## config.mk

```make
export PLATFORM = sky130hd
export DESIGN_NAME = ats_sequencer
export DESIGN_NICKNAME = d
export VERILOG_FILES = /design/src/shared/ats_pkg.sv /design/src/hdl/ats_sequencer.sv /design/src/hdl/ats_edge_sync.sv
export SDC_FILE = /design/constraint.sdc
export NUM_CORES = 1
export LEC_CHECK = 0
export BUFFER_PORTS_ARGS = -buffer_cell sky130_fd_sc_hd__buf_2
export CORE_MARGIN = 2
export CORE_UTILIZATION = 40
export CTS_BUF_LIST = sky130_fd_sc_hd__clkbuf_4 sky130_fd_sc_hd__clkbuf_8
export CTS_CLUSTER_DIAMETER = 60
export CTS_CLUSTER_SIZE = 16
export DETAILED_ROUTE_END_ITERATION = 8
export MAX_ROUTING_LAYER = met4
export PLACE_DENSITY = 0.64
export SLEW_MARGIN = 20
export SYNTH_ARGS = -nofsm -noshare
export SYNTH_HDL_FRONTEND = slang
export SYNTH_SLANG_ARGS = --single-unit
```

## constraint.sdc

```tcl
create_clock -name clk_i -period 7.2 [get_ports clk_i]
set_input_delay 0.36 -clock clk_i [delete_from_list [all_inputs] [get_ports clk_i]]
set_output_delay 0.36 -clock clk_i [all_outputs]
set_load 0.02 [all_outputs]
```

## src/shared/ats_pkg.sv

```systemverilog
package ats_pkg;
  // ==========================================================
  // Register offsets (word index equals byte address / 1)
  localparam logic [3:0] ATS_OFS_CTRL = 4'h0;
  localparam logic [3:0] ATS_OFS_STATUS = 4'h1;
  localparam logic [3:0] ATS_OFS_RESULT0 = 4'h8;
  // ==========================================================
  // Control register fields
  localparam int ATS_CTRL_ENABLE_BIT = 0;
  localparam int ATS_CTRL_SCAN_BIT = 1;
  localparam int ATS_CTRL_FOURBUF_BIT = 2;
  localparam int ATS_CTRL_FOURTRIG_BIT = 3;
  localparam int ATS_CTRL_LOOP_BIT = 4;
  localparam int ATS_CTRL_CHAN_LSB = 8;
  localparam int ATS_CTRL_TRIG_LSB = 12;
  localparam int ATS_CTRL_PINFN_BIT = 15;
  // ==========================================================
  // Status register fields
  localparam int ATS_STAT_ACTIVE_BIT = 0;
  localparam int ATS_STAT_DONE_BIT = 1;
  // ==========================================================
  // Trigger source codes, reset values and input and count limits
  localparam logic [2:0] ATS_TRIG_EXTERNAL = 3'h6;
  localparam logic [15:0] ATS_CTRL_RESET = 16'h0000;
  localparam logic [2:0] ATS_LOWER_LAST = 3'h3;
  localparam logic [2:0] ATS_UPPER_LAST = 3'h7;
  localparam logic [2:0] ATS_FOUR_COUNT_LAST = 3'h3;
  localparam logic [15:0] ATS_RESULT_RESET = 16'h0000;
  // ==========================================================
  // Sequencer states
  typedef enum logic [2:0] {
    ATS_IDLE,
    ATS_WAIT_TRIG,
    ATS_CONVERT,
    ATS_SW_CONVERT,
    ATS_HALT
  } ats_state_e;
endpackage : ats_pkg

```

## src/hdl/ats_sequencer.sv

```systemverilog
// Local design decisions: strobed register access and the address map.
`timescale 1ns/1ns
`default_nettype none
// Function
// - Four-buffer single trigger: match 0 converts input, results go to slots 0..3.
// - Four-buffer single trigger: interrupt only after fourth conversion, then halt.
// - Enable cleared before four matches: no interrupt, back to standby.
// - Four-buffer four trigger: result stored in slot of the firing channel.
// - Four-trigger: after fourth conversion interrupt, active flag cleared, stop.
// - One-shot: end after four; first match after restart sets active, converts.
// - Loop timer: keep converting on every match while enable stays set.
// - Match triggers accepted in any order, repeats count as fresh triggers.
// - Single-trigger scan steps inputs upward from input zero, one per trigger.
// - Scan within inputs 0..3: interrupt and stop after the configured count.
// - Scan reaching 4..7: upper inputs converted back to back, then interrupt.
// - Inputs 4..7 are never started by a compare match.
// - Single-trigger scan: match after completion restarts scan from input zero.
// - Scan with too few matches: no interrupt, standby when enable clears.
// - Four-trigger scan: channel k converts input k into slot k.
// - Four-trigger scan restarts on first match after completion when looping.
// - Only falling edges of the external trigger pin start conversions.
// - Clearing enable mid conversion aborts it, no result is written.
module ats_sequencer #(
  parameter int RES_W = 16
) (
  // Clock, reset and enable
  input wire logic clk_i,
  input wire logic rst_i,
  input wire logic ce_i,
  // Register port
  input wire logic [3:0] addr_i,
  input wire logic [15:0] wdata_i,
  input wire logic wr_i,
  input wire logic rd_i,
  output logic [15:0] rdata_o,
  // Triggers
  input wire logic [3:0] compare_match_pulse_i,
  input wire logic external_trigger_pin_i,
  // Analog core
  output logic conv_start_o,
  output logic [2:0] conv_chan_o,
  input wire logic [RES_W-1:0] conv_result_i,
  input wire logic conv_done_i,
  // Status
  output logic conversion_end_irq_o,
  output logic conversion_active_o
);
  // ==========================================================
  // State
  typedef struct packed {
    // Sequencing position
    ats_pkg::ats_state_e state;
    logic [15:0] ctrl;
    logic [2:0] count;
    logic [2:0] chan;
    logic [1:0] slot;
    // Sticky flag, active level and one-cycle outputs
    logic done_flag;
    logic start;
    logic irq;
    logic active;
    logic [15:0] rdata;
    // Result storage, one word per input
    logic [7:0][RES_W-1:0] result;
  } ats_seq_s;

  ats_seq_s st_reg;
  ats_seq_s st_next;
  logic ext_fall;

  // Lowest-numbered match wins when several coincide
  function automatic logic [1:0] ats_first_match(input logic [3:0] m);
    ats_first_match = 2'h0;
    for (int i = 3; i >= 0; i--) begin
      if (m[i]) begin
        ats_first_match = 2'(i);
      end
    end
  endfunction : ats_first_match

  // Halt after the last conversion: one end pulse, active dropped, done set
  function automatic ats_seq_s ats_finish(input ats_seq_s s);
    ats_finish = s;
    ats_finish.state = ats_pkg::ATS_HALT;
    ats_finish.irq = 1'b1;
    ats_finish.active = 1'b0;
    ats_finish.done_flag = 1'b1;
  endfunction : ats_finish

  // Register read mux, unmapped words read as zero
  function automatic logic [15:0] ats_read_word(input logic [3:0] a, input ats_seq_s s);
    ats_read_word = 16'h0000;
    if (a == ats_pkg::ATS_OFS_CTRL) begin
      ats_read_word = s.ctrl;
    end else if (a == ats_pkg::ATS_OFS_STATUS) begin
      ats_read_word[ats_pkg::ATS_STAT_ACTIVE_BIT] = s.active;
      ats_read_word[ats_pkg::ATS_STAT_DONE_BIT] = s.done_flag;
    end else if (a >= ats_pkg::ATS_OFS_RESULT0) begin
      ats_read_word = 16'(s.result[a[2:0]]);
    end
  endfunction : ats_read_word

  // ==========================================================
  // External trigger pin synchroniser
  ats_edge_sync u_sync (
    .clk_i(clk_i),
    .rst_i(rst_i),
    .ce_i(ce_i),
    .pin_i(external_trigger_pin_i),
    .fall_o(ext_fall)
  );

  // ==========================================================
  // Control decode
  logic enable;
  logic scan_mode;
  logic four_buf;
  logic four_trig;
  logic [2:0] sel_chan;
  logic ext_mode;
  logic trig_any;
  logic [1:0] trig_idx;

  always_comb begin
    enable = st_reg.ctrl[ats_pkg::ATS_CTRL_ENABLE_BIT];
    scan_mode = st_reg.ctrl[ats_pkg::ATS_CTRL_SCAN_BIT];
    four_buf = st_reg.ctrl[ats_pkg::ATS_CTRL_FOURBUF_BIT];
    four_trig = st_reg.ctrl[ats_pkg::ATS_CTRL_FOURTRIG_BIT];
    sel_chan = st_reg.ctrl[ats_pkg::ATS_CTRL_CHAN_LSB +: 3];
    ext_mode = st_reg.ctrl[ats_pkg::ATS_CTRL_PINFN_BIT]
               && (st_reg.ctrl[ats_pkg::ATS_CTRL_TRIG_LSB +: 3]
                   == ats_pkg::ATS_TRIG_EXTERNAL);
  end

  // ==========================================================
  // Trigger select
  // Pin edge in external mode, otherwise the match pulses
  always_comb begin
    trig_idx = 2'h0;
    trig_any = 1'b0;
    if (ext_mode) begin
      trig_any = ext_fall;
    end else if (four_trig) begin
      trig_any = |compare_match_pulse_i;
      trig_idx = ats_first_match(compare_match_pulse_i);
    end else begin
      trig_any = compare_match_pulse_i[0];
    end
  end

  // ==========================================================
  // Completion and steering decode
  logic trig_take;
  logic halt_restart;
  logic [2:0] timed_chan;
  logic [2:0] store_idx;
  logic sw_last;
  logic scan_upper;
  logic scan_last;
  logic four_last;
  logic run_last;

  // Trigger taken only while waiting or halted, a busy core ignores it
  always_comb begin
    halt_restart = (st_reg.state == ats_pkg::ATS_HALT);
    trig_take = trig_any
                && ((st_reg.state == ats_pkg::ATS_WAIT_TRIG) || halt_restart);
  end

  // Timer and pin triggers reach the lower four inputs only
  always_comb begin
    timed_chan = {1'b0, sel_chan[1:0]};
  end

  // Scan keeps one word per input, buffer modes use the slot
  always_comb begin
    store_idx = scan_mode ? st_reg.chan : {1'b0, st_reg.slot};
  end

  // Last back-to-back upper input reached
  always_comb begin
    sw_last = (st_reg.chan == sel_chan);
  end

  // End of the timed part of a run, or hand-over to the upper inputs
  always_comb begin
    scan_upper = scan_mode && (st_reg.count == ats_pkg::ATS_LOWER_LAST)
                 && (sel_chan > ats_pkg::ATS_LOWER_LAST);
    scan_last = scan_mode && (st_reg.count >= sel_chan);
    four_last = four_buf
                && (st_reg.count == ats_pkg::ATS_FOUR_COUNT_LAST);
    run_last = scan_last || (!scan_mode && !four_buf) || four_last;
  end

  // ==========================================================
  // Sequencer next state
  always_comb begin
    st_next = st_reg;
    st_next.start = 1'b0;
    st_next.irq = 1'b0;
    st_next.rdata = 16'h0000;
    // Register reads, data one cycle later
    if (rd_i) begin
      st_next.rdata = ats_read_word(addr_i, st_reg);
    end
    // Control and status writes win over a conversion finishing in the same cycle
    if (wr_i && addr_i == ats_pkg::ATS_OFS_CTRL) begin
      st_next.ctrl = wdata_i;
      if (!wdata_i[ats_pkg::ATS_CTRL_ENABLE_BIT]) begin
        st_next.state = ats_pkg::ATS_IDLE;
        st_next.active = 1'b0;
      end else if (!enable) begin
        st_next.state = ats_pkg::ATS_WAIT_TRIG;
        st_next.count = 3'h0;
        st_next.chan = 3'h0;
      end
    end else if (wr_i && addr_i == ats_pkg::ATS_OFS_STATUS) begin
      st_next.done_flag = st_reg.done_flag & ~wdata_i[ats_pkg::ATS_STAT_DONE_BIT];
    end else begin
      // Sequencing, loop or one-shot restarts are the timer's choice
      case (st_reg.state)
        ats_pkg::ATS_IDLE: begin
          st_next.active = 1'b0;
        end
        ats_pkg::ATS_WAIT_TRIG, ats_pkg::ATS_HALT: begin
          if (trig_take) begin
            if (halt_restart) begin
              st_next.count = 3'h0;
            end
            st_next.start = 1'b1;
            st_next.active = 1'b1;
            st_next.state = ats_pkg::ATS_CONVERT;
            if (scan_mode) begin
              st_next.chan = four_trig ? {1'b0, trig_idx}
                             : (halt_restart ? 3'h0
                                : st_reg.count);
              st_next.slot = st_next.chan[1:0];
            end else begin
              st_next.chan = timed_chan;
              st_next.slot = four_trig ? trig_idx
                             : (halt_restart ? 2'h0
                                : st_reg.count[1:0]);
            end
          end
        end
        ats_pkg::ATS_CONVERT, ats_pkg::ATS_SW_CONVERT: begin
          if (conv_done_i) begin
            st_next.result[store_idx] = conv_result_i;
            st_next.count = st_reg.count + 3'h1;
            if (st_reg.state == ats_pkg::ATS_SW_CONVERT) begin
              if (sw_last) begin
                st_next = ats_finish(st_next);
              end else begin
                st_next.chan = st_reg.chan + 3'h1;
                st_next.start = 1'b1;
              end
            end else if (scan_upper) begin
              st_next.state = ats_pkg::ATS_SW_CONVERT;
              st_next.chan = 3'h4;
              st_next.start = 1'b1;
            end else if (run_last) begin
              st_next = ats_finish(st_next);
            end else begin
              st_next.state = ats_pkg::ATS_WAIT_TRIG;
            end
          end
        end
        default: begin
          st_next.state = ats_pkg::ATS_IDLE;
        end
      endcase
    end
  end

  // ==========================================================
  // State register
  always_ff @(posedge clk_i or posedge rst_i) begin
    if (rst_i) begin
      st_reg <= '{
        state: ats_pkg::ATS_IDLE,
        ctrl: ats_pkg::ATS_CTRL_RESET,
        count: 3'h0,
        chan: 3'h0,
        slot: 2'h0,
        done_flag: 1'b0,
        start: 1'b0,
        irq: 1'b0,
        active: 1'b0,
        rdata: 16'h0000,
        result: '0
      };
    end else if (ce_i) begin
      st_reg <= st_next;
    end
  end

  // Outputs straight from flops
  assign rdata_o = st_reg.rdata;
  assign conv_start_o = st_reg.start;
  assign conv_chan_o = st_reg.chan;
  assign conversion_end_irq_o = st_reg.irq;
  assign conversion_active_o = st_reg.active;
endmodule : ats_sequencer
`default_nettype wire

```

## src/hdl/ats_edge_sync.sv

```systemverilog
`timescale 1ns/1ns
`default_nettype none
// ==========================================================
// Two-flop synchroniser and falling edge detector
module ats_edge_sync (
  input wire logic clk_i,
  input wire logic rst_i,
  input wire logic ce_i,
  input wire logic pin_i,
  output logic fall_o
);
  typedef struct packed {
    logic meta;
    logic sync;
    logic last;
    logic fall;
  } ats_sync_s;

  ats_sync_s st_reg;
  ats_sync_s st_next;

  // Next state, edge taken only from the second flop onward
  always_comb begin
    st_next = st_reg;
    st_next.meta = pin_i;
    st_next.sync = st_reg.meta;
    st_next.last = st_reg.sync;
    st_next.fall = st_reg.last & ~st_reg.sync;
  end

  // Registers, idle-high pin
  always_ff @(posedge clk_i or posedge rst_i) begin
    if (rst_i) begin
      st_reg <= '{meta: 1'b1, sync: 1'b1, last: 1'b1, fall: 1'b0};
    end else if (ce_i) begin
      st_reg <= st_next;
    end
  end

  assign fall_o = st_reg.fall;
endmodule : ats_edge_sync
`default_nettype wire

```

# After elaboration in Yosys (flattened, before gate mapping)
# Cells that the tools add are included.
dict set report word_totals {
  out_inout_bits 22
  ff_bits 179
}
dict set report op_classes {
  mux 64
  addsub 2
  n_reduce_logical 33
  n_eq_ne 23
  bitwise 7
  n_lt_le_gt_ge 6
}
# operator count
set op_table {}
lappend op_table {{175-bit 2-to-1 mux} 2}
lappend op_table {{146-bit 2-to-1 mux} 2}
lappend op_table {{144-bit 2-to-1 mux} 2}
lappend op_table {{148-bit 2-to-1 mux} 1}
lappend op_table {{147-bit 2-to-1 mux} 1}
lappend op_table {{16-bit 2-to-1 mux} 9}
lappend op_table {{128-bit bitwise mux} 1}
lappend op_table {{16-bit binary-select mux with 3-bit select} 1}
lappend op_table {{16-bit demux with 3-bit select} 1}
lappend op_table {{3-bit 2-to-1 mux} 11}
lappend op_table {{27-bit 2-to-1 mux} 1}
lappend op_table {{25-bit 2-to-1 mux} 1}
lappend op_table {{22-bit 2-to-1 mux} 1}
lappend op_table {{7-bit AND reduction} 3}
lappend op_table {{4-bit != test (second input constant)} 5}
lappend op_table {{2-bit 2-to-1 mux} 9}
lappend op_table {{9-bit AND reduction} 2}
lappend op_table {{8-bit case mux with 2 select lines} 1}
lappend op_table {{14-bit 2-to-1 mux} 1}
lappend op_table {{1-bit 2-to-1 mux} 12}
lappend op_table {{6-bit 2-to-1 mux} 2}
lappend op_table {{3-bit != test (second input constant)} 4}
lappend op_table {{1-bit logical AND} 10}
lappend op_table {{2-bit != test (second input constant)} 5}
lappend op_table {{other kinds (31)} 47}

# Logic depth before layout (Yosys ltp)
# Gate-level depths: netlist of run 1.
dict set report depth {
  ltp_word 16
  ltp_mapped 9
}

# Hierarchy
# From an unflattened synthesis of run 1, not the netlist that was laid out.
dict set report unflattened {
  hier_cells 644
  area_unflattened_um2 8962.3
}
# module instances area_per_inst_um2 cells_per_inst
set modules_own_cells {}
lappend modules_own_cells {ats_sequencer 1 8804.7 633}
lappend modules_own_cells {ats_edge_sync 1 157.7 11}

# Least setup slack after synthesis of run 1
# No wires, ideal clock.
dict set report synth_path {
  kind {register to register}
  from {register st_reg[174] in the netlist's numbering}
  to {register (tool-made name)}
  synth_period_minus_slack_ns 2.207
  required_time_ns 7.072
  setup_slack_ns 4.993
  arrival_ns 2.080
  stages_incl_launch_ff 10
  cell_sequence {dfrtp_1 > buf_2 > nand2b_4 > nor3b_4 > and2_1 > buf_6 > nand2_4 > nor3_4 > buf_6 > mux2_1}
}
# item line_no
set synth_rtl {}
lappend synth_rtl {{start: declaration} ats_sequencer.sv:67} ;# ats_seq_s st_reg;
lappend synth_rtl {{start signal: assignment} ats_sequencer.sv:279} ;# st_reg <= '{
lappend synth_rtl {{start signal: assignment} ats_sequencer.sv:293} ;# st_reg <= st_next;

==> qor.txt, run 1 <==
GR Util All Layers = 18.39%
PD cells = 312.5 nW/µm²
post-layout min period = 2.992 ns
H-tree levels = 4
Area Overhead vs Synth = 9.403%
Slew Limit Fails = 0
clock network power share = 25.9%
sequential-to-total area share from yosys stat = 51.05%
Final ANT Viol Nets = 0
root buf cell = clkbuf_8
Lkg Pwr = 4.435 nW
core footprint = 21,690 µm²
Overflow after GRT = 0
TritonCTS clock tree = built
CP Max Fanout = 36
critical path class = input port to flop
Die Width = 152.2 µm
switching power = 918.3 µW
synth warn = 0
Worst setup EP type = flop
Sw Ratio = 30.59%
Post-synth EDFFs = 0
Final GP Congestion = 0.8895
Chip Height = 152.2 µm
Seq pwr share = 48.3%
skew final = 0.01641 ns
HPWL Detailed = 13,450 µm
cts hold-fix bufs = 0
internal power = 2.084 mW
layout cell share with drive strength beyond 1 = 44.23%
Cell variety after synth = 60
Tcrit/Tclk final = 41.56%
#FFs+latches synth = 179
Fmax = 334.2 MHz
r2r setup slk = 4.23 ns
setup TNS = 0 ns
largest net degree at the start of global routing = 94
TritonCTS Buffers = 17
worst min-delay path category = input port to asynchronous set/reset pin
vias in the first global route = 5,741
final worst slack = 4.208 ns
Slew headroom = 27.33%
ys flop type = dfrtp_1
insertion delay to the later sink of the worst-skew pair = 0.47 ns
nature of the critical path startpoint = input port
WP data required = 7.55 ns
pre-CTS setup slack = 3.659 ns
Syn Nets = 689
crit path DAT = 3.34 ns
Row Count = 54
Nets = 725
WL per Instance = 20.55 µm
combinational share of power = 25.8%
Via density = 5.549
first-pass GRT wire length = 32,120 µm
run status = finished, final reports clean
DRT Wirelength = 19,870 µm
final setup fails = 0
Gate Count Post-Synth = 636
syn_area_per_cell = 13.81 µm²
Initial Util = 40.49%
clock buffer depth = 2
post-cts sizing count = 0
initial antenna violation count = 2
worst vdd ir = 0.09225 mV
RSZ-0062 raised after global routing = no
Hold Vio Cnt, Final = 0
Pre-antenna DRT Iters = 4
post-CTS setup buffers = 0
I/O pins = 69
Num Clock Sinks = 179
max-cap violations = 0
vias after detailed routing = 5,366
FF+latch area = 4483 µm²
Multi-input gate area = 3825 µm²
Fillers = 1,905
DRC Markers = 0
measured slew at the worst slew-check pin = 1.086 ns
Mapped Area = 8782 µm²
DRT iter0 DRCs = 360
CTS clk-pin slew, worst paths = 0.09 ns
Post-synth ARST share = 100.0%
port bufs = 68
Die ar. = 23,160 µm²
[synth_stat cells (all sizes together) (2+ instances only)]
cell,n,share of area (%)
and3,3,0.21
o21a,5,0.43
o21ai,16,0.95
and4b,2,0.23
o22ai,15,1.1
a31oi,2,0.14
nor2b,3,0.21
a21oi,7,0.40
xnor2,4,0.40
mux4,32,8.2
nand2,24,1.2
inv,29,1.2
ha,6,0.85
nand3,9,0.63
mux2,163,21
mux2i,2,0.23
or3,3,0.21
a2bb2oi,3,0.30
nor2,20,1.2
and2,2,0.14
nor3b,3,0.38
a211oi,2,0.17
o221ai,4,0.40
clkbuf,11,0.47
nor3,8,0.71
dfrtp,176,50
buf,44,3.7
a22oi,15,1.3
nand2b,3,0.30
dfstp,3,0.90
[worst max-delay path, stage by stage]
cell and delay [ns]:
buf_2 0.08, buf_4 0.50, nor4b_4 0.19, nor3b_4 0.31
and2_1 0.43, nand2_4 0.14, nor3_4 0.89, mux2_2 0.42
[final timing paths]
kind / depth (start not counted) / startpoint / to
setup reg to reg: 6 / st_reg[174]$_DFFE_PP0P_ / flop
min in group clk_i: 3 / wdata_i[9] / sel_chan[1]$_DFFE_PP0P_
setup / recovery: 8 / addr_i[1] / flop
hold / removal: 2 / rst_i / asynchronous set/reset pin
max in group asynchronous: 3 / rst_i / asynchronous set/reset pin
hold reg to reg: 1 / flop / flop
[layout by cell type, fill, tap and decap left out, types with 4 or more instances in the layout]
cell type,Yosys,final
a21oi_1,7,7
mux2_1,18,18
o221ai_1,4,4
nand3_1,7,7
xnor2_1,4,4
dfrtp_1,176,176
nor2_1,15,15
bufinv_16,0,4
clkbuf_8,0,19
inv_1,29,28
mux2_4,9,9
nand2_1,22,22
o21a_1,5,5
buf_2,11,68
nor3_1,6,6
mux4_2,32,32
ha_1,6,6
nor2_4,3,4
o21ai_0,15,15
o22ai_1,15,15
a22oi_1,15,15
inv_6,0,4
mux2_2,136,136
[power by group through the flow]
stage,Sequential [mW],Combinational [mW],Clock [mW]
after floorplan,1.38,0.665,0
after global placement,1.44,0.754,0
after detailed placement,1.47,0.774,0
after CTS,1.45,0.777,0.797
after global routing,1.48,0.851,0.842
final,1.45,0.773,0.778
[through the flow]
stage,hold slack [ns],power [mW],cell area [µm²],util (%),instances
finish,0.03440,3.002,9608,44.30,967
global route,0.1115,3.175,9608,44.30,967
CTS,0.07346,3.021,9594,44.24,965
detailed placement,0.4701,2.243,9138,42.13,933
global placement,0.4616,2.199,9138,42.13,933
floorplan,0.4524,2.047,8782,-,636
[layer usage]
layer / up-vias / global-route usage (%) / routed length (µm)
met2: 157 / 29.43 / 9828
met4: 0 / 5.118 / 316
met5: - / - / 0
li1: 2384 / - / -
met1: 2801 / 23.67 / 8537
met3: 24 / 4.266 / 1191
[cell type report]
cell class | count | area share, %
clock inverters | 13 | 2.032
flip-flops and latches | 179 | 46.66
repair buffers | 72 | 3.894
clock buffers | 19 | 2.722
multi-input cells | 373 | 39.81
well taps | 280 | 3.646
diodes | 2 | 0.05209
inverters | 29 | 1.185
[logic make-up after synthesis]
kind of cell	Yosys count	share of synthesized area (%)
xor+xnor	4	0.3989
mux	197	29.72
buf+inv	84	5.457
compound gates	79	6.155
flops	179	51.05
simple gates	87	6.368
fa+ha+maj	6	0.8548
Note: power is estimated with default switching activity, not from simulation.
==> run 2: changes to the inputs <==
Clock period 7.2 ns to 2.76 ns, I/O delays scaled along.
==> qor.txt, run 2 (synthesis results as in run 1) <==
run status = finished, final reports clean
leading cell type in the layout, fill and taps excluded = dfrtp_1
PD cells = 761.8 nW/µm² (+140%)
vias after detailed routing = 5,517 (+2.8%)
Post-Layout Inst Area = 10,050 µm² (+4.6%)
skew final = 0.01669 ns (+0.0002754 ns)
Die Width = 152.2 µm (unchanged)
Nets = 779 (+7.4%)
first-pass GRT wire length = 33,450 µm (+4.1%)
Sw Ratio = 31.57% (+0.98 points)
Fmax = 406.2 MHz
DRC Markers = 0 (unchanged)
Slew headroom = 55.34% (+28 points)
worst reg2reg startpoint = st_reg[174]$_DFFE_PP0P_
WHS = 0.04959 ns (+0.01519 ns)
worst vdd ir = 0.3129 mV (+240%)
placed cell areas = 9324 µm² (+2.0%)
WP data required = 3.10 ns (-4.45 ns)
nature of the critical path startpoint = flop
measured slew at the worst slew-check pin = 0.6683 ns (-0.4181 ns)
Initial Util = 40.49% (unchanged)
clock network power share = 23.1% (-2.8 points)
TritonCTS Buffers = 17 (unchanged)
Worst setup EP type = flop
max-cap violations = 0 (unchanged)
port bufs = 68 (unchanged)
HPWL Detailed = 14,050 µm (+4.4%)
CTS clk-pin slew, worst paths = 0.09 ns (about the same)
Via density = 5.414 (-2.4%)
Die ar. = 23,160 µm² (unchanged)
Tcrit/Tclk final = 89.19%
Cell Chain, Critical Path = nand2b_4, nor3b_4, and2_1, nand2_4, nor3_4, buf_4, mux2_2
combinational share of power = 27.7% (+1.9 points)
commonest cells after routing, fill and taps aside = dfrtp_1 (176), mux2_2 (136), buf_2 (68), dlygate4sd3_1 (34), mux4_2 (32)
Num Clock Sinks = 179 (unchanged)
Lkg Pwr = 4.660 nW (+5.1%)
Cells after DPL = 953 (+2.1%)
CP max stage cell = dfrtp_1
WL per Instance = 20.25 µm (-1.5%)
GR Util All Layers = 19.06% (+0.67 points)
Overflow after GRT = 0 (unchanged)
DRT Wirelength = 20,640 µm (+3.8%)
crit path DAT = 2.80 ns (-0.54 ns)
# diodes = 0 (-2)
setup TNS = 0 ns (unchanged)
Final ANT Viol Nets = 0 (unchanged)
DRT iter0 DRCs = 286 (-21%)
I/O pins = 69 (unchanged)
Chip Height = 152.2 µm (unchanged)
r2r setup slk = 0.30 ns (-3.93 ns)
Area Overhead vs Synth = 14.43%
layout cell share with drive strength beyond 1 = 43.71% (-0.53 points)
critical path class = flop to flop
insertion delay to the later sink of the worst-skew pair = 0.46 ns (about the same)
root buf cell = clkbuf_8
Pre-antenna DRT Iters = 4 (unchanged)
internal power = 5.239 mW (+150%)
vias in the first global route = 5,885 (+2.5%)
r2r worst-path depth = 7 (+1)
pre-CTS setup slack = 0.3135 ns (-3.345 ns)
final worst slack = 0.2983 ns (-3.910 ns)
max incr delay on CP = 0.47 ns (-0.42 ns)
Power, Total = 7.656 mW (+160%)
Seq pwr share = 49.2% (+0.9 points)
Row Count = 54 (unchanged)
post-layout min period = 2.462 ns
worst min-delay path category = input port to flop
final setup fails = 0 (unchanged)
initial antenna violation count = 0 (-2)
RSZ-0062 raised after global routing = no
Hold Vio Cnt, Final = 0 (unchanged)
CP Max Fanout = 16 (-56%)
H-tree levels = 4 (unchanged)
TritonCTS clock tree = built
worst setup path start = st_reg[174]$_DFFE_PP0P_
core footprint = 21,690 µm² (unchanged)
clock buffer depth = 2 (unchanged)
non-filler instance count after layout = 1,019 (+5.4%)
Final GP Congestion = 0.8615 (-3.1%)
post-CTS setup buffers = 0 (unchanged)
post-layout util = 46.34% (+2.0 points)
largest net degree at the start of global routing = 93 (-1.1%)
switching power = 2.417 mW (+160%)
Slew Limit Fails = 0 (unchanged)
[run 2: worst min path at each step]
stage	from	end	slack (ns)	depth (start not counted)
5_1_grt	conv_result_i[3]	flop	0.01	2
4_1_cts	conv_result_i[0]	flop	0.003	2
2_1_floorplan	wdata_i[9]	sel_chan[1]$_DFFE_PP0P_	0.25	2
3_3_place_gp	rst_i	asynchronous set/reset pin	0.34	3
3_5_place_dp	rst_i	asynchronous set/reset pin	0.35	3
6_report	conv_result_i[3]	flop	0.05	2
[run 2: final cells by class]
type                       count  area, µm²
timing repair buffer         126      898.4
clock inverter                12      116.4
multi-input combinational    373       3820
clock buffer                  20      269.0
fill                        1917      11640
sequential                   179       4483
tap                          280      350.3
inverter                      29      112.6
[run 2: timing repair]
action	CTS	global route
gates resized for setup	0	0
endpoints found under the hold margin	252	2
hold buffers	33	1
[run 2: power by group through the flow]
stage	clock network, mW	logic [mW]	registers, mW
after CTS	1.82	2.14	3.76
after detailed placement	0	2.10	3.82
after global placement	0	2.03	3.75
final	1.76	2.12	3.77
after floorplan	0	1.73	3.61
after global routing	1.94	2.33	3.86
[run 2: layer usage]
layer  GRT usage, %  part of all wire, %  vias up
li1               -                    -     2497
met1          25.20                   45     2860
met2          30.44                   50      138
met3          3.726                  3.9       22
met4          4.940                  1.3        0
met5              -                    0        -
[run 2: worst max-delay path, delay by kind of cell (launching register included)]
| family | cells | cell delay, ns |
|---|---|---|
| mux | 1 | 0.38 |
| buf+inv | 1 | 0.32 |
| flops | 1 | 0.47 |
| simple gates | 5 | 1.19 |
